[src/host_pins_regs.svh]
// Purpose: Shared constants for the display host pin front end.
// Assumes: Included by both ends; the package does not include it.
// Notes: Strap codes select the host interface style.
`ifndef HOST_PINS_REGS_SVH
`define HOST_PINS_REGS_SVH
`define MODE_SPI4 3'b000
`define MODE_SPI3 3'b001
`define MODE_TWI 3'b010
`define MODE_PAR_SEP 3'b110
`define MODE_PAR_EN 3'b100
`define TWI_ADDR_HI 6'h3_C
`define FRAME_PERIOD 16'h0_800
`define READ_HOLD 8'h0_8
`define HOST_DIV 4'h4
`endif

[src/host_pins_if.sv]
// Purpose: Pin bundle between host and display device.
// Assumes: Data pins resolved from both output enables.
// Notes: Open-drain two-wire line resolved by the bench.
`timescale 1ns/10ps
interface host_pins_if;
  logic cs_n;
  logic dc_sel;
  logic rw_wr_n;
  logic en_rd_n;
  logic hw_init_n;
  logic [7:0] dev_d_o;
  logic [7:0] dev_d_oe;
  logic [7:0] host_d_o;
  logic [7:0] host_d_oe;
  logic [7:0] d_in;
  logic frame_sync_out;
  modport device (
    input cs_n, dc_sel, rw_wr_n, en_rd_n, hw_init_n, d_in,
    output dev_d_o, dev_d_oe, frame_sync_out
  );
  modport host (
    output cs_n, dc_sel, rw_wr_n, en_rd_n, hw_init_n, host_d_o, host_d_oe,
    input d_in, frame_sync_out
  );
endinterface : host_pins_if

[src/host_pins_dev.sv]
// Purpose: Device end: decodes host pins into command and RAM writes.
// Assumes: All pins asynchronous to clock; two-stage synchronised.
// Notes: Two-wire mode handles address and write bytes only.
`timescale 1ns/10ps
`include "host_pins_regs.svh"
module host_pins_dev (
  // Clock and reset
  input wire logic clock,
  input wire logic rst,
  // Strap and clock select pins
  input wire logic [2:0] bus_mode_strap,
  input wire logic int_osc_sel,
  input wire logic ext_clk_in,
  // Host pins
  host_pins_if.device pins,
  // User side
  output logic wr_valid,
  output logic [7:0] wr_byte,
  output logic wr_is_ram,
  output logic rd_req,
  output logic rd_is_ram,
  input wire logic [7:0] rd_byte,
  output logic clk_src_ext,
  output logic core_tick
);
  // ==========================================================
  // Synchronisers
  // ==========================================================
  localparam int NS = 14;
  logic [NS-1:0] raw;
  logic [NS-1:0] s1_r;
  logic [NS-1:0] s2_r;
  logic [NS-1:0] s3_r;
  assign raw = {pins.cs_n, pins.dc_sel, pins.rw_wr_n, pins.en_rd_n,
                pins.hw_init_n, ext_clk_in, pins.d_in};
  always_ff @(posedge clock) begin
    s1_r <= raw;
    s2_r <= s1_r;
    s3_r <= s2_r;
  end
  logic cs_n, dc, rw, en, init_n, eclk;
  logic [7:0] d;
  assign {cs_n, dc, rw, en, init_n, eclk, d} = s2_r;
  logic srst;
  assign srst = rst | ~init_n;

  function automatic logic rose(input logic now, input logic was);
    return now & ~was;
  endfunction : rose

  // ==========================================================
  // Mode straps and clock source
  // ==========================================================
  // Strap and clock select pins are asynchronous too, so they get two
  // stages before the mode and clock source registers read them.
  logic [3:0] strap_s1_r;
  logic [3:0] strap_s2_r;
  always_ff @(posedge clock) begin
    strap_s1_r <= {bus_mode_strap, int_osc_sel};
    strap_s2_r <= strap_s1_r;
  end
  logic [2:0] mode_r;
  always_ff @(posedge clock) begin
    if (srst) begin
      mode_r <= strap_s2_r[3:1];
    end
  end
  logic osc_r;
  always_ff @(posedge clock) begin
    if (srst) begin
      osc_r <= 1'b1;
    end else begin
      osc_r <= strap_s2_r[0];
    end
  end
  assign clk_src_ext = ~osc_r;
  // Internal oscillator is the system clock; external uses pin edges.
  assign core_tick = osc_r ? 1'b1 : rose(eclk, s3_r[8]);

  // ==========================================================
  // Parallel strobes
  // ==========================================================
  logic sel;
  assign sel = ~cs_n;
  logic wr_old, en_old, rd_old;
  assign wr_old = s3_r[11];
  assign en_old = s3_r[10];
  assign rd_old = s3_r[10];
  logic par_wr, par_rd_start, par_en_start;
  // Write latches at the strobe's rising edge, the end of the access.
  assign par_wr = (mode_r == `MODE_PAR_SEP) && sel
                  && rose(rw, wr_old);
  assign par_rd_start = (mode_r == `MODE_PAR_SEP) && sel
                        && rose(rd_old, en);
  assign par_en_start = (mode_r == `MODE_PAR_EN) && sel
                        && rose(en, en_old);
  logic en_fall;
  assign en_fall = (mode_r == `MODE_PAR_EN) && sel && rose(en_old, en);

  // ==========================================================
  // Serial shifter
  // ==========================================================
  logic sclk_rise;
  assign sclk_rise = sel || mode_r == `MODE_TWI ?
                     rose(d[0], s3_r[0]) : 1'b0;
  logic [8:0] sh_r;
  logic [3:0] cnt_r;
  logic ser_wr;
  logic [7:0] ser_byte;
  logic ser_ram;
  logic [3:0] need;
  assign need = (mode_r == `MODE_SPI3) ? 4'h9 : 4'h8;
  logic twi_start, twi_stop, twi_ack_r, twi_addr_r, twi_me_r;
  assign twi_start = (mode_r == `MODE_TWI) && d[0] && rose(s3_r[1], d[1]);
  assign twi_stop = (mode_r == `MODE_TWI) && d[0] && rose(d[1], s3_r[1]);
  always_ff @(posedge clock) begin
    if (srst || (cs_n && mode_r != `MODE_TWI) || twi_start || twi_stop) begin
      cnt_r <= 4'h0;
      sh_r <= 9'h0_00;
    end else if (sclk_rise) begin
      sh_r <= {sh_r[7:0], d[1]};
      cnt_r <= (cnt_r + 4'h1 >= need) || twi_ack_r ? 4'h0 : cnt_r + 4'h1;
    end
  end
  logic ser_full;
  assign ser_full = sclk_rise && !twi_ack_r && (cnt_r + 4'h1 == need);
  assign ser_byte = {sh_r[6:0], d[1]};
  always_comb begin
    ser_wr = 1'b0;
    ser_ram = 1'b0;
    case (mode_r)
      `MODE_SPI4: begin
        ser_wr = ser_full;
        ser_ram = dc;
      end
      `MODE_SPI3: begin
        ser_wr = ser_full;
        ser_ram = sh_r[7];
      end
      `MODE_TWI: begin
        ser_wr = ser_full && twi_me_r && !twi_addr_r;
        ser_ram = 1'b0;
      end
      default: begin
        ser_wr = 1'b0;
      end
    endcase
  end
  // Two-wire: first byte is address; an acknowledge slot follows each byte once the address matches.
  always_ff @(posedge clock) begin
    if (srst || twi_start) begin
      twi_addr_r <= 1'b1;
      twi_me_r <= 1'b0;
      twi_ack_r <= 1'b0;
    end else if (ser_full && mode_r == `MODE_TWI) begin
      if (twi_addr_r) begin
        twi_me_r <= ser_byte[7:1] == {`TWI_ADDR_HI, dc};
      end
      twi_addr_r <= 1'b0;
      twi_ack_r <= twi_addr_r ? (ser_byte[7:1] == {`TWI_ADDR_HI, dc})
                              : twi_me_r;
    end else if (sclk_rise) begin
      twi_ack_r <= 1'b0;
    end
  end

  // ==========================================================
  // Write output and read drive
  // ==========================================================
  always_ff @(posedge clock) begin
    if (srst) begin
      wr_valid <= 1'b0;
      wr_byte <= 8'h0_0;
      wr_is_ram <= 1'b0;
    end else begin
      wr_valid <= par_wr || (en_fall && !rw) || ser_wr;
      wr_byte <= ser_wr ? ser_byte : d;
      wr_is_ram <= ser_wr ? ser_ram : dc;
    end
  end
  logic drive_r;
  logic [7:0] dout_r;
  always_ff @(posedge clock) begin
    if (srst) begin
      rd_req <= 1'b0;
      rd_is_ram <= 1'b0;
    end else begin
      rd_req <= par_rd_start || (par_en_start && rw);
      rd_is_ram <= dc;
    end
  end
  always_ff @(posedge clock) begin
    if (srst) begin
      drive_r <= 1'b0;
      dout_r <= 8'h0_0;
    end else begin
      if (rd_req) begin
        drive_r <= 1'b1;
        dout_r <= rd_byte;
      end else if (cs_n || (mode_r == `MODE_PAR_SEP && en)
                   || (mode_r == `MODE_PAR_EN && !en)) begin
        drive_r <= 1'b0;
      end
    end
  end
  // Two-wire acknowledge pulls pin 2 low; parallel reads drive all pins.
  assign pins.dev_d_o = (mode_r == `MODE_TWI) ? 8'h0_0 : dout_r;
  assign pins.dev_d_oe = (mode_r == `MODE_TWI) ? {5'h0_0, twi_ack_r, 2'h0}
                         : {8{drive_r}};

  // ==========================================================
  // Frame sync
  // ==========================================================
  logic [15:0] fcnt_r;
  logic fs_r;
  always_ff @(posedge clock) begin
    if (srst) begin
      fcnt_r <= 16'h0_000;
      fs_r <= 1'b0;
    end else if (core_tick) begin
      fcnt_r <= (fcnt_r == `FRAME_PERIOD - 16'h0_001) ? 16'h0_000
                : fcnt_r + 16'h0_001;
      fs_r <= fcnt_r < (`FRAME_PERIOD >> 1);
    end
  end
  assign pins.frame_sync_out = fs_r;
endmodule : host_pins_dev

[src/flat_wrapper.sv]
// flat-port wrapper written by rule: the top's interface ports become plain ports
module host_pins_dev_flat 
  (clock, rst, bus_mode_strap, int_osc_sel, ext_clk_in, wr_valid, wr_byte, wr_is_ram, rd_req, rd_is_ram, rd_byte, clk_src_ext, core_tick, pins_cs_n, pins_dc_sel, pins_rw_wr_n, pins_en_rd_n, pins_hw_init_n, pins_d_in, pins_dev_d_o, pins_dev_d_oe, pins_frame_sync_out);
  host_pins_if pins_i ();
  input wire logic clock;
  input wire logic rst;
  input wire logic [2:0] bus_mode_strap;
  input wire logic int_osc_sel;
  input wire logic ext_clk_in;
  output logic wr_valid;
  output logic [7:0] wr_byte;
  output logic wr_is_ram;
  output logic rd_req;
  output logic rd_is_ram;
  input wire logic [7:0] rd_byte;
  output logic clk_src_ext;
  output logic core_tick;
  input wire logic [$bits(pins_i.cs_n)-1:0] pins_cs_n;
  input wire logic [$bits(pins_i.dc_sel)-1:0] pins_dc_sel;
  input wire logic [$bits(pins_i.rw_wr_n)-1:0] pins_rw_wr_n;
  input wire logic [$bits(pins_i.en_rd_n)-1:0] pins_en_rd_n;
  input wire logic [$bits(pins_i.hw_init_n)-1:0] pins_hw_init_n;
  input wire logic [$bits(pins_i.d_in)-1:0] pins_d_in;
  output wire logic [$bits(pins_i.dev_d_o)-1:0] pins_dev_d_o;
  output wire logic [$bits(pins_i.dev_d_oe)-1:0] pins_dev_d_oe;
  output wire logic [$bits(pins_i.frame_sync_out)-1:0] pins_frame_sync_out;
  assign pins_i.cs_n = pins_cs_n;
  assign pins_i.dc_sel = pins_dc_sel;
  assign pins_i.rw_wr_n = pins_rw_wr_n;
  assign pins_i.en_rd_n = pins_en_rd_n;
  assign pins_i.hw_init_n = pins_hw_init_n;
  assign pins_i.d_in = pins_d_in;
  assign pins_dev_d_o = pins_i.dev_d_o;
  assign pins_dev_d_oe = pins_i.dev_d_oe;
  assign pins_frame_sync_out = pins_i.frame_sync_out;
  host_pins_dev u_core (.clock(clock), .rst(rst), .bus_mode_strap(bus_mode_strap), .int_osc_sel(int_osc_sel), .ext_clk_in(ext_clk_in), .pins(pins_i), .wr_valid(wr_valid), .wr_byte(wr_byte), .wr_is_ram(wr_is_ram), .rd_req(rd_req), .rd_is_ram(rd_is_ram), .rd_byte(rd_byte), .clk_src_ext(clk_src_ext), .core_tick(core_tick));
endmodule
[config.mk]
export PLATFORM = sky130hd
export DESIGN_NAME = host_pins_dev_flat
export DESIGN_NICKNAME = d
export VERILOG_FILES = /design/src/host_pins_if.sv /design/src/host_pins_dev.sv /design/src/flat_wrapper.sv
export VERILOG_INCLUDE_DIRS = /design/src
export SDC_FILE = /design/constraint.sdc
export NUM_CORES = 1
export LEC_CHECK = 0
export BUFFER_PORTS_ARGS = -buffer_cell sky130_fd_sc_hd__buf_2
export CAP_MARGIN = 20
export CELL_PAD_IN_SITES_DETAIL_PLACEMENT = 0
export CELL_PAD_IN_SITES_GLOBAL_PLACEMENT = 1
export CORE_MARGIN = 2
export CORE_UTILIZATION = 45
export DETAILED_ROUTE_END_ITERATION = 10
export PLACE_DENSITY = 0.84
export SYNTH_ARGS = -nofsm -noshare
export SYNTH_HDL_FRONTEND = slang
export SYNTH_SLANG_ARGS = --single-unit
[constraint.sdc]
create_clock -name clock -period 4.1 [get_ports clock]
set_clock_uncertainty 0.15 [all_clocks]
set_input_delay 0.41 -clock clock [delete_from_list [all_inputs] [get_ports clock]]
set_output_delay 0.41 -clock clock [all_outputs]
set_load 0.02 [all_outputs]
==> results.yml, run 1 <==
outcome:
  status: "completed"
cells_and_area:
  nFillCells: 684
  nets: 450
  antenna_cells: 0
  finalNonFillerCells: 526
  drive_gt1_share_pct: 19.1
  design_area_sq_um: 4230
  syn2layout_area_growth_pct: 20.4
timing:
  tightestPinTransition_ns: 0.913
  setup_viol: 0
  rsz0062_at_grt: "false"
  tns_ns: 0
  max_freq_mhz: 382
  slew_violations: 0
  finalCritPeriodShare_pct: 63.9
  slew_headroom_pct: 39.0
  min_period_ns: 2.62
  hold_viol: 0
detailed_routing:
  vias: 2654
  firstDrtPassIters: 4
  drc_errors: 0
  via_per_inst: 5.05
  wirelength_mm: 6.77
  drt_iter0_markers: 121
  ant_nets: 0
  wl_per_cell_microns: 12.9
placed_design:
  place_area_sq_um: 3840
  hpwl_mm: 4.71
  gp_congestion: 0.792
  port_buffers: 58
  place_inst: 492
worst_setup_path:
  setup.worst_path.end_class: "flop"
  slowest_delay_ns: 0.74
  cp.required_ns: 4.23
  arrival_ns: 2.75
  reg2reg_from: "u_core.mode_r[1]"
  crit_type: "flop to flop"
  path_buf_inv: 0
  slowest_stage: "nor4b_1"
  path_cells: "nor3b_1, ha_1, nor4b_1, o2111ai_1, o211ai_1"
  crit_fanout: 11
  critPathTopFamily: "simple AND/OR/NAND/NOR gates"
  crit_path_start: "u_core.mode_r[1]"
  cp-start-kind: "flop"
logic_synthesis:
  synth_edf_count: 3
  synth_top_cell_area_share_pct: 54.2
  yosysWarningCount: 0
  syn_inst: 349
  netlist_top_cells_area: "dfxtp_1, nand2_1, mux2i_1"
  syn_nets: 380
  ys.flop_type: "dfxtp_1"
  synth.avg_cell_area_sq_um: 10.1
  post_synth_instance_area_sq_um: 3510
  synth.yosys.seq_area_share_pct: 56.8
  yosysTopAreaCell: "dfxtp_1"
  async_reset_ff_share_pct: 0
  synth.distinct_cells: 49
  ys_ff_latch: 98
cts:
  clock_latency_ns: 0.37
  postCtsSetupRepairBufs: 0
  clock-sinks: 98
  path_clk_slew_ns: 0.11
  numCtsBuffers: 9
  cts_tree: "built"
  h-tree-depth: 3
  cts.path.max_buffers: 2
  cts-root-buf: "clkbuf_8"
floorplanning:
  die_h_microns: 92.3
  io_pins: 59
  die_area_sq_um: 8520
  initial_core_util_pct: 45.9
  num_rows: 32
  die_x_microns: 92.3
  core_sq_um: 7650
power_and_ir_drop:
  p_per_area_nw_per_um2: 404
  p_leak_nw: 1.70
  ir_drop_mv: 0.221
global_routing:
  grt_pass1_wl_mm: 11.4
  antenna_found_initial: 0
  grt_max_degree: 24
  grt_overflow: 0
  grt_pass1_vias: 2576
  grt.total_usage_pct: 16.7
job:
  maxCapViolCount: 0
hold_path:
  hold_path.class: "input pin to flop"
  hp-start: "rd_byte[5]"
[synthesized netlist by cell type, types with 3 or more instances]
| library cell | number |
|---|---|
| dfxtp_1 | 95 |
| nand2_1 | 43 |
| a21oi_1 | 25 |
| nor2_1 | 19 |
| mux2i_1 | 16 |
| and2_1 | 11 |
| inv_1 | 11 |
| clkbuf_1 | 10 |
| nand3_1 | 9 |
| o21ai_0 | 9 |
| xor2_1 | 8 |
| o2111ai_1 | 7 |
| buf_4 | 6 |
| nor2b_1 | 6 |
| or3_1 | 6 |
| nand2b_1 | 5 |
| o211ai_1 | 4 |
| buf_2 | 3 |
| edfxtp_1 | 3 |
| ha_1 | 3 |
| nand3b_1 | 3 |
| nor3b_1 | 3 |
| nor4_1 | 3 |
| nor4b_1 | 3 |
| o21ai_1 | 3 |
| o31ai_1 | 3 |
| or4_1 | 3 |
[metal layers]
| metal | vias up | part of all wire, % | global-route usage [%] |
|---|---|---|---|
| li1 | 1360 | - | - |
| met1 | 1231 | 46 | 20.0 |
| met2 | 59 | 48 | 28.5 |
| met3 | 4 | 4.9 | 5.45 |
| met4 | 0 | 0.80 | 5.10 |
| met5 | - | 0 | 0 |
[sequential cells by signal, indices dropped and copies added, names as in the netlist]
| signal | count |
|---|---|
| u_core.pins.frame_sync_out | 1 |
| u_core.twi_ack_r | 1 |
| u_core.wr_valid | 1 |
| u_core.cnt_r | 4 |
| u_core.osc_r | 1 |
| u_core.strap_s1_r | 4 |
| u_core.twi_me_r | 1 |
| u_core.s2_r | 14 |
| u_core.wr_byte | 8 |
| u_core.rd_is_ram | 1 |
| u_core.dout_r | 8 |
| u_core.sh_r | 8 |
| u_core.drive_r | 1 |
| u_core.s3_r | 5 |
| u_core.twi_addr_r | 1 |
| u_core.s1_r | 14 |
| u_core.mode_r | 3 |
| u_core.wr_is_ram | 1 |
| u_core.rd_req | 1 |
| u_core.strap_s2_r | 4 |
| u_core.fcnt_r | 16 |
[worst min-delay path: stages]
cell,delay (ns)
buf_2,0.07
mux2i_1,0.05
nor2_1,0.07
[area by class of cell]
class                   instances  area, sq um  share of cell area (%)
flip-flops and latches         98         1990                    47.1
multi-input cells             221         1380                    32.6
repair buffers                 78          485                    11.5
well taps                     102          128                    3.02
clock buffers                   9          124                    2.93
clock inverters                 7         76.3                    1.81
inverters                      11         41.3                   0.977
[logic make-up (layout without fill, tap and decap cells)]
family                     count (synthesis)  after routing  share of synthesized area (%)
xor gates and xnor gates                  10             10                           2.50
AOI/OAI and AO/OA                         66             66                           12.2
DFF                                       98             98                           56.8
muxes                                     17             17                           4.88
buffers and inverters                     30            105                           3.96
adders and majority gates                  3              3                           1.07
and+or+nand+nor                          125            125                           18.6
[through the flow]
| step | power (mW) | util [%] | setup WS, ns | hold WS [ns] |
|---|---|---|---|---|
| final | 1.71 | 55.3 | 1.48 | 0.114 |
| after global routing | 1.78 | 55.3 | 1.31 | 0.100 |
| after CTS | 1.73 | 55.3 | 1.49 | 0.101 |
| after detailed placement | 1.10 | 50.3 | 1.56 | 0.164 |
| after global placement | 1.10 | 50.3 | 1.66 | 0.160 |
| after floorplan | 1.07 | - | 1.92 | 0.160 |
[power breakdown]
| part | switching, mW | internal [mW] |
|---|---|---|
| Sequential | 0.0182 | 0.987 |
| Clock | 0.372 | 0.244 |
| Combinational | 0.0438 | 0.0409 |
| Total | 0.434 | 1.27 |
[cell usage in the layout, fill, tap and decap left out, types with 3 or more instances in the layout]
master,count
o21ai_0,9
o21ai_1,3
nor4b_1,3
dlygate4sd3_1,18
buf_2,58
o211ai_1,4
o31ai_1,3
nor3b_1,3
nand2_1,43
ha_1,3
mux2i_1,16
nand3_1,9
a21oi_1,25
and2_1,11
or3_1,6
nor4_1,3
nand2b_1,5
or4_1,3
edfxtp_1,3
nor2_1,19
o2111ai_1,7
nand3b_1,3
dfxtp_1,95
inv_1,11
clkbuf_8,9
nor2b_1,6
xor2_1,8
inv_8,3
[path summary, 6_finish.rpt]
check / to / slack [ns] / cells after the start
worst min register to register: u_core.s2_r[1] / 0.18 / 0
worst max-delay path: u_core.cnt_r[2] / 1.48 / 5
worst max register to register: u_core.cnt_r[2] / 1.48 / 5
worst min-delay path: u_core.dout_r[5] / 0.11 / 3
[what timing repair did]
action,CTS,global route
endpoints found under the hold margin,18,0
hold buffers,18,0
resized for setup,0,0
(Power assumes the default switching activity.)
==> run 2: changes to the inputs <==
--- a/config.mk
+++ b/config.mk
@@ -11,9 +11,9 @@
 export CELL_PAD_IN_SITES_DETAIL_PLACEMENT = 0
 export CELL_PAD_IN_SITES_GLOBAL_PLACEMENT = 1
 export CORE_MARGIN = 2
-export CORE_UTILIZATION = 45
+export CORE_UTILIZATION = 42
 export DETAILED_ROUTE_END_ITERATION = 10
-export PLACE_DENSITY = 0.84
+export PLACE_DENSITY = 0.79
 export SYNTH_ARGS = -nofsm -noshare
 export SYNTH_HDL_FRONTEND = slang
 export SYNTH_SLANG_ARGS = --single-unit
==> constraint.sdc (replaced) <==
create_clock -name clock -period 2.6 [get_ports clock]
set_clock_uncertainty 0.15 [all_clocks]
set_input_delay 0.26 -clock clock [delete_from_list [all_inputs] [get_ports clock]]
set_output_delay 0.26 -clock clock [all_outputs]
set_load 0.02 [all_outputs]
==> run 2 against run 1 <==
- critical path type is now flop to output port
- clock power grew 70%
- wire length grew 4.0%
- power grew 63%
- clock-buffer cell count grew 1
- critical endpoint is now pins_dev_d_oe[2]
- first-iteration DRC count shrank 17%
- worst setup slack lost 1.3 ns
- non-clock buffer count grew 12
- flip-flop and latch count is the same
==> results.yml, run 2 (synthesized netlist as in run 1, its figures left out) <==
timing:
  max_freq_mhz: 414
  tightestPinTransition_ns: 0.673
  rsz0062_at_grt: "false"
  slew_headroom_pct: 54.9
  min_period_ns: 2.41
  finalCritPeriodShare_pct: 92.9
  tns_ns: 0
  slew_violations: 0
  hold_viol: 0
  setup_viol: 0
  timing.final.ws_setup_ns: 0.186
floorplanning:
  io_pins: 59
  die_h_microns: 95.4
  die_x_microns: 95.4
  num_rows: 33
  die_area_sq_um: 9100
  initial_core_util_pct: 42.9
  core_sq_um: 8180
worst_setup_path:
  arrival_ns: 2.00
  path_cells: "or3b_4, and2_1, a21o_1, buf_2"
  slowest_delay_ns: 0.55
  critPathTopFamily: "simple AND/OR/NAND/NOR gates"
  slowest_stage: "edfxtp_1"
  crit_fanout: 15
  rrSetupSlack_ns: 0.36
  cp-start-kind: "flop"
  crit_type: "flop to output port"
  cp.required_ns: 2.19
  setup.worst_path.end_class: "output port"
  path_buf_inv: 1
cells_and_area:
  final_cell_mix: "dfxtp_1, buf_2, nand2_1"
  top_register: "u_core.fcnt_r"
  fin_util_pct: 53.3
  syn2layout_area_growth_pct: 24.1
  finalNonFillerCells: 541
  largestRegisters: "u_core.fcnt_r: 16 flops, u_core.s1_r: 14 flops, u_core.s2_r: 14 flops"
  drive_gt1_share_pct: 19.5
  largest_register_ffs: 16
  antenna_cells: 0
  mostFrequentLayoutCell: "dfxtp_1"
  nets: 462
job:
  maxCapViolCount: 0
global_routing:
  grt_overflow: 0
  grt_max_degree: 22
  grt.total_usage_pct: 16.8
  grt_pass1_wl_mm: 12.0
  antenna_found_initial: 0
  grt_pass1_vias: 2562
placed_design:
  port_buffers: 58
  dp_worst_setup_slack_ns: 0.415
  gp_congestion: 0.812
  hpwl_mm: 4.75
  place_inst: 499
detailed_routing:
  vias: 2692
  wirelength_mm: 7.04
  drt_iter0_markers: 101
  wl_met2_mm: 3.36
  met1_length_mm: 3.28
  firstDrtPassIters: 4
  wl_per_cell_microns: 13.0
  drc_errors: 0
  highest_layer: "met4"
  ant_nets: 0
  via_per_inst: 4.98
  met3_length_microns: 344
power_and_ir_drop:
  p_leak_nw: 1.76
  ir_drop_mv: 0.260
  p_per_area_nw_per_um2: 639
  power_mw: 2.78
cts:
  clock_latency_ns: 0.36
  h-tree-depth: 3
  cts_repair_resize_count: 0
  path_clk_slew_ns: 0.10
  cts_tree: "built"
  cts.path.max_buffers: 2
  clock-sinks: 98
  cts-root-buf: "clkbuf_8"
  numCtsBuffers: 9
outcome:
  status: "completed"
hold_path:
  hold_path.class: "flop to flop"
## run 2: cell count changes in the layout (fill, tap and decap cells not counted)
| cell | change |
|---|---|
| dlygate4sd3_1 | +8 |
| buf_4 | +4 |
| bufinv_16 | +1 |
| clkbuf_8 | +1 |
| clkinv_8 | -1 |
| inv_8 | -1 |
## run 2: stage by stage
stage	hold WS, ns	cell area (sq um)
finish	0.181	4360
global route	0.192	4360
CTS	0.181	4360
detailed placement	0.162	3880
global placement	0.161	3880
floorplan	0.138	3510
## run 2: final timing paths
| kind | from | to | cells past startpoint |
|---|---|---|---|
| worst min register to register | u_core.s1_r[3] | u_core.s2_r[3] | 0 |
| worst max-delay path | u_core.mode_r[1] | pins_dev_d_oe[2] | 4 |
| worst max register to register | u_core.mode_r[1] | u_core.cnt_r[2] | 6 |
| worst min-delay path | u_core.s1_r[3] | u_core.s2_r[3] | 0 |
## run 2: per-layer routing
layer  up-vias  global-route usage (%)
met4         0                    4.64
li1       1382                       -
met3         7                    5.06
met1      1251                    20.5
met5         -                       0
met2        52                    28.9
## run 2: worst register-to-register path: stages (launching register included)
cell,delay (ns)
edfxtp_1,0.55
nor3b_1,0.36
ha_1,0.33
nor4b_1,0.32
buf_4,0.19
o2111ai_1,0.10
o211ai_1,0.18
## run 2: cell type report
type | count | area [sq um]
fillers | 749 | 3820
flip-flops and latches | 98 | 1990
multi-input cells | 221 | 1380
repair buffers | 90 | 596
clock buffers | 10 | 138
well taps | 105 | 131
clock inverters | 6 | 78.8
inverters | 11 | 41.3
## run 2: timing repair
item                                   CTS  global route
setup buffers                            0             0
endpoints found under the hold margin   26             0
hold buffers                            26             0
## run 2: power by group
group | leakage, nW | internal (mW) | switching [mW]
sequential | 0.814 | 1.56 | 0.0292
combinational | 0.833 | 0.0742 | 0.0715
clock | 0.111 | 0.493 | 0.557
total | 1.76 | 2.12 | 0.658
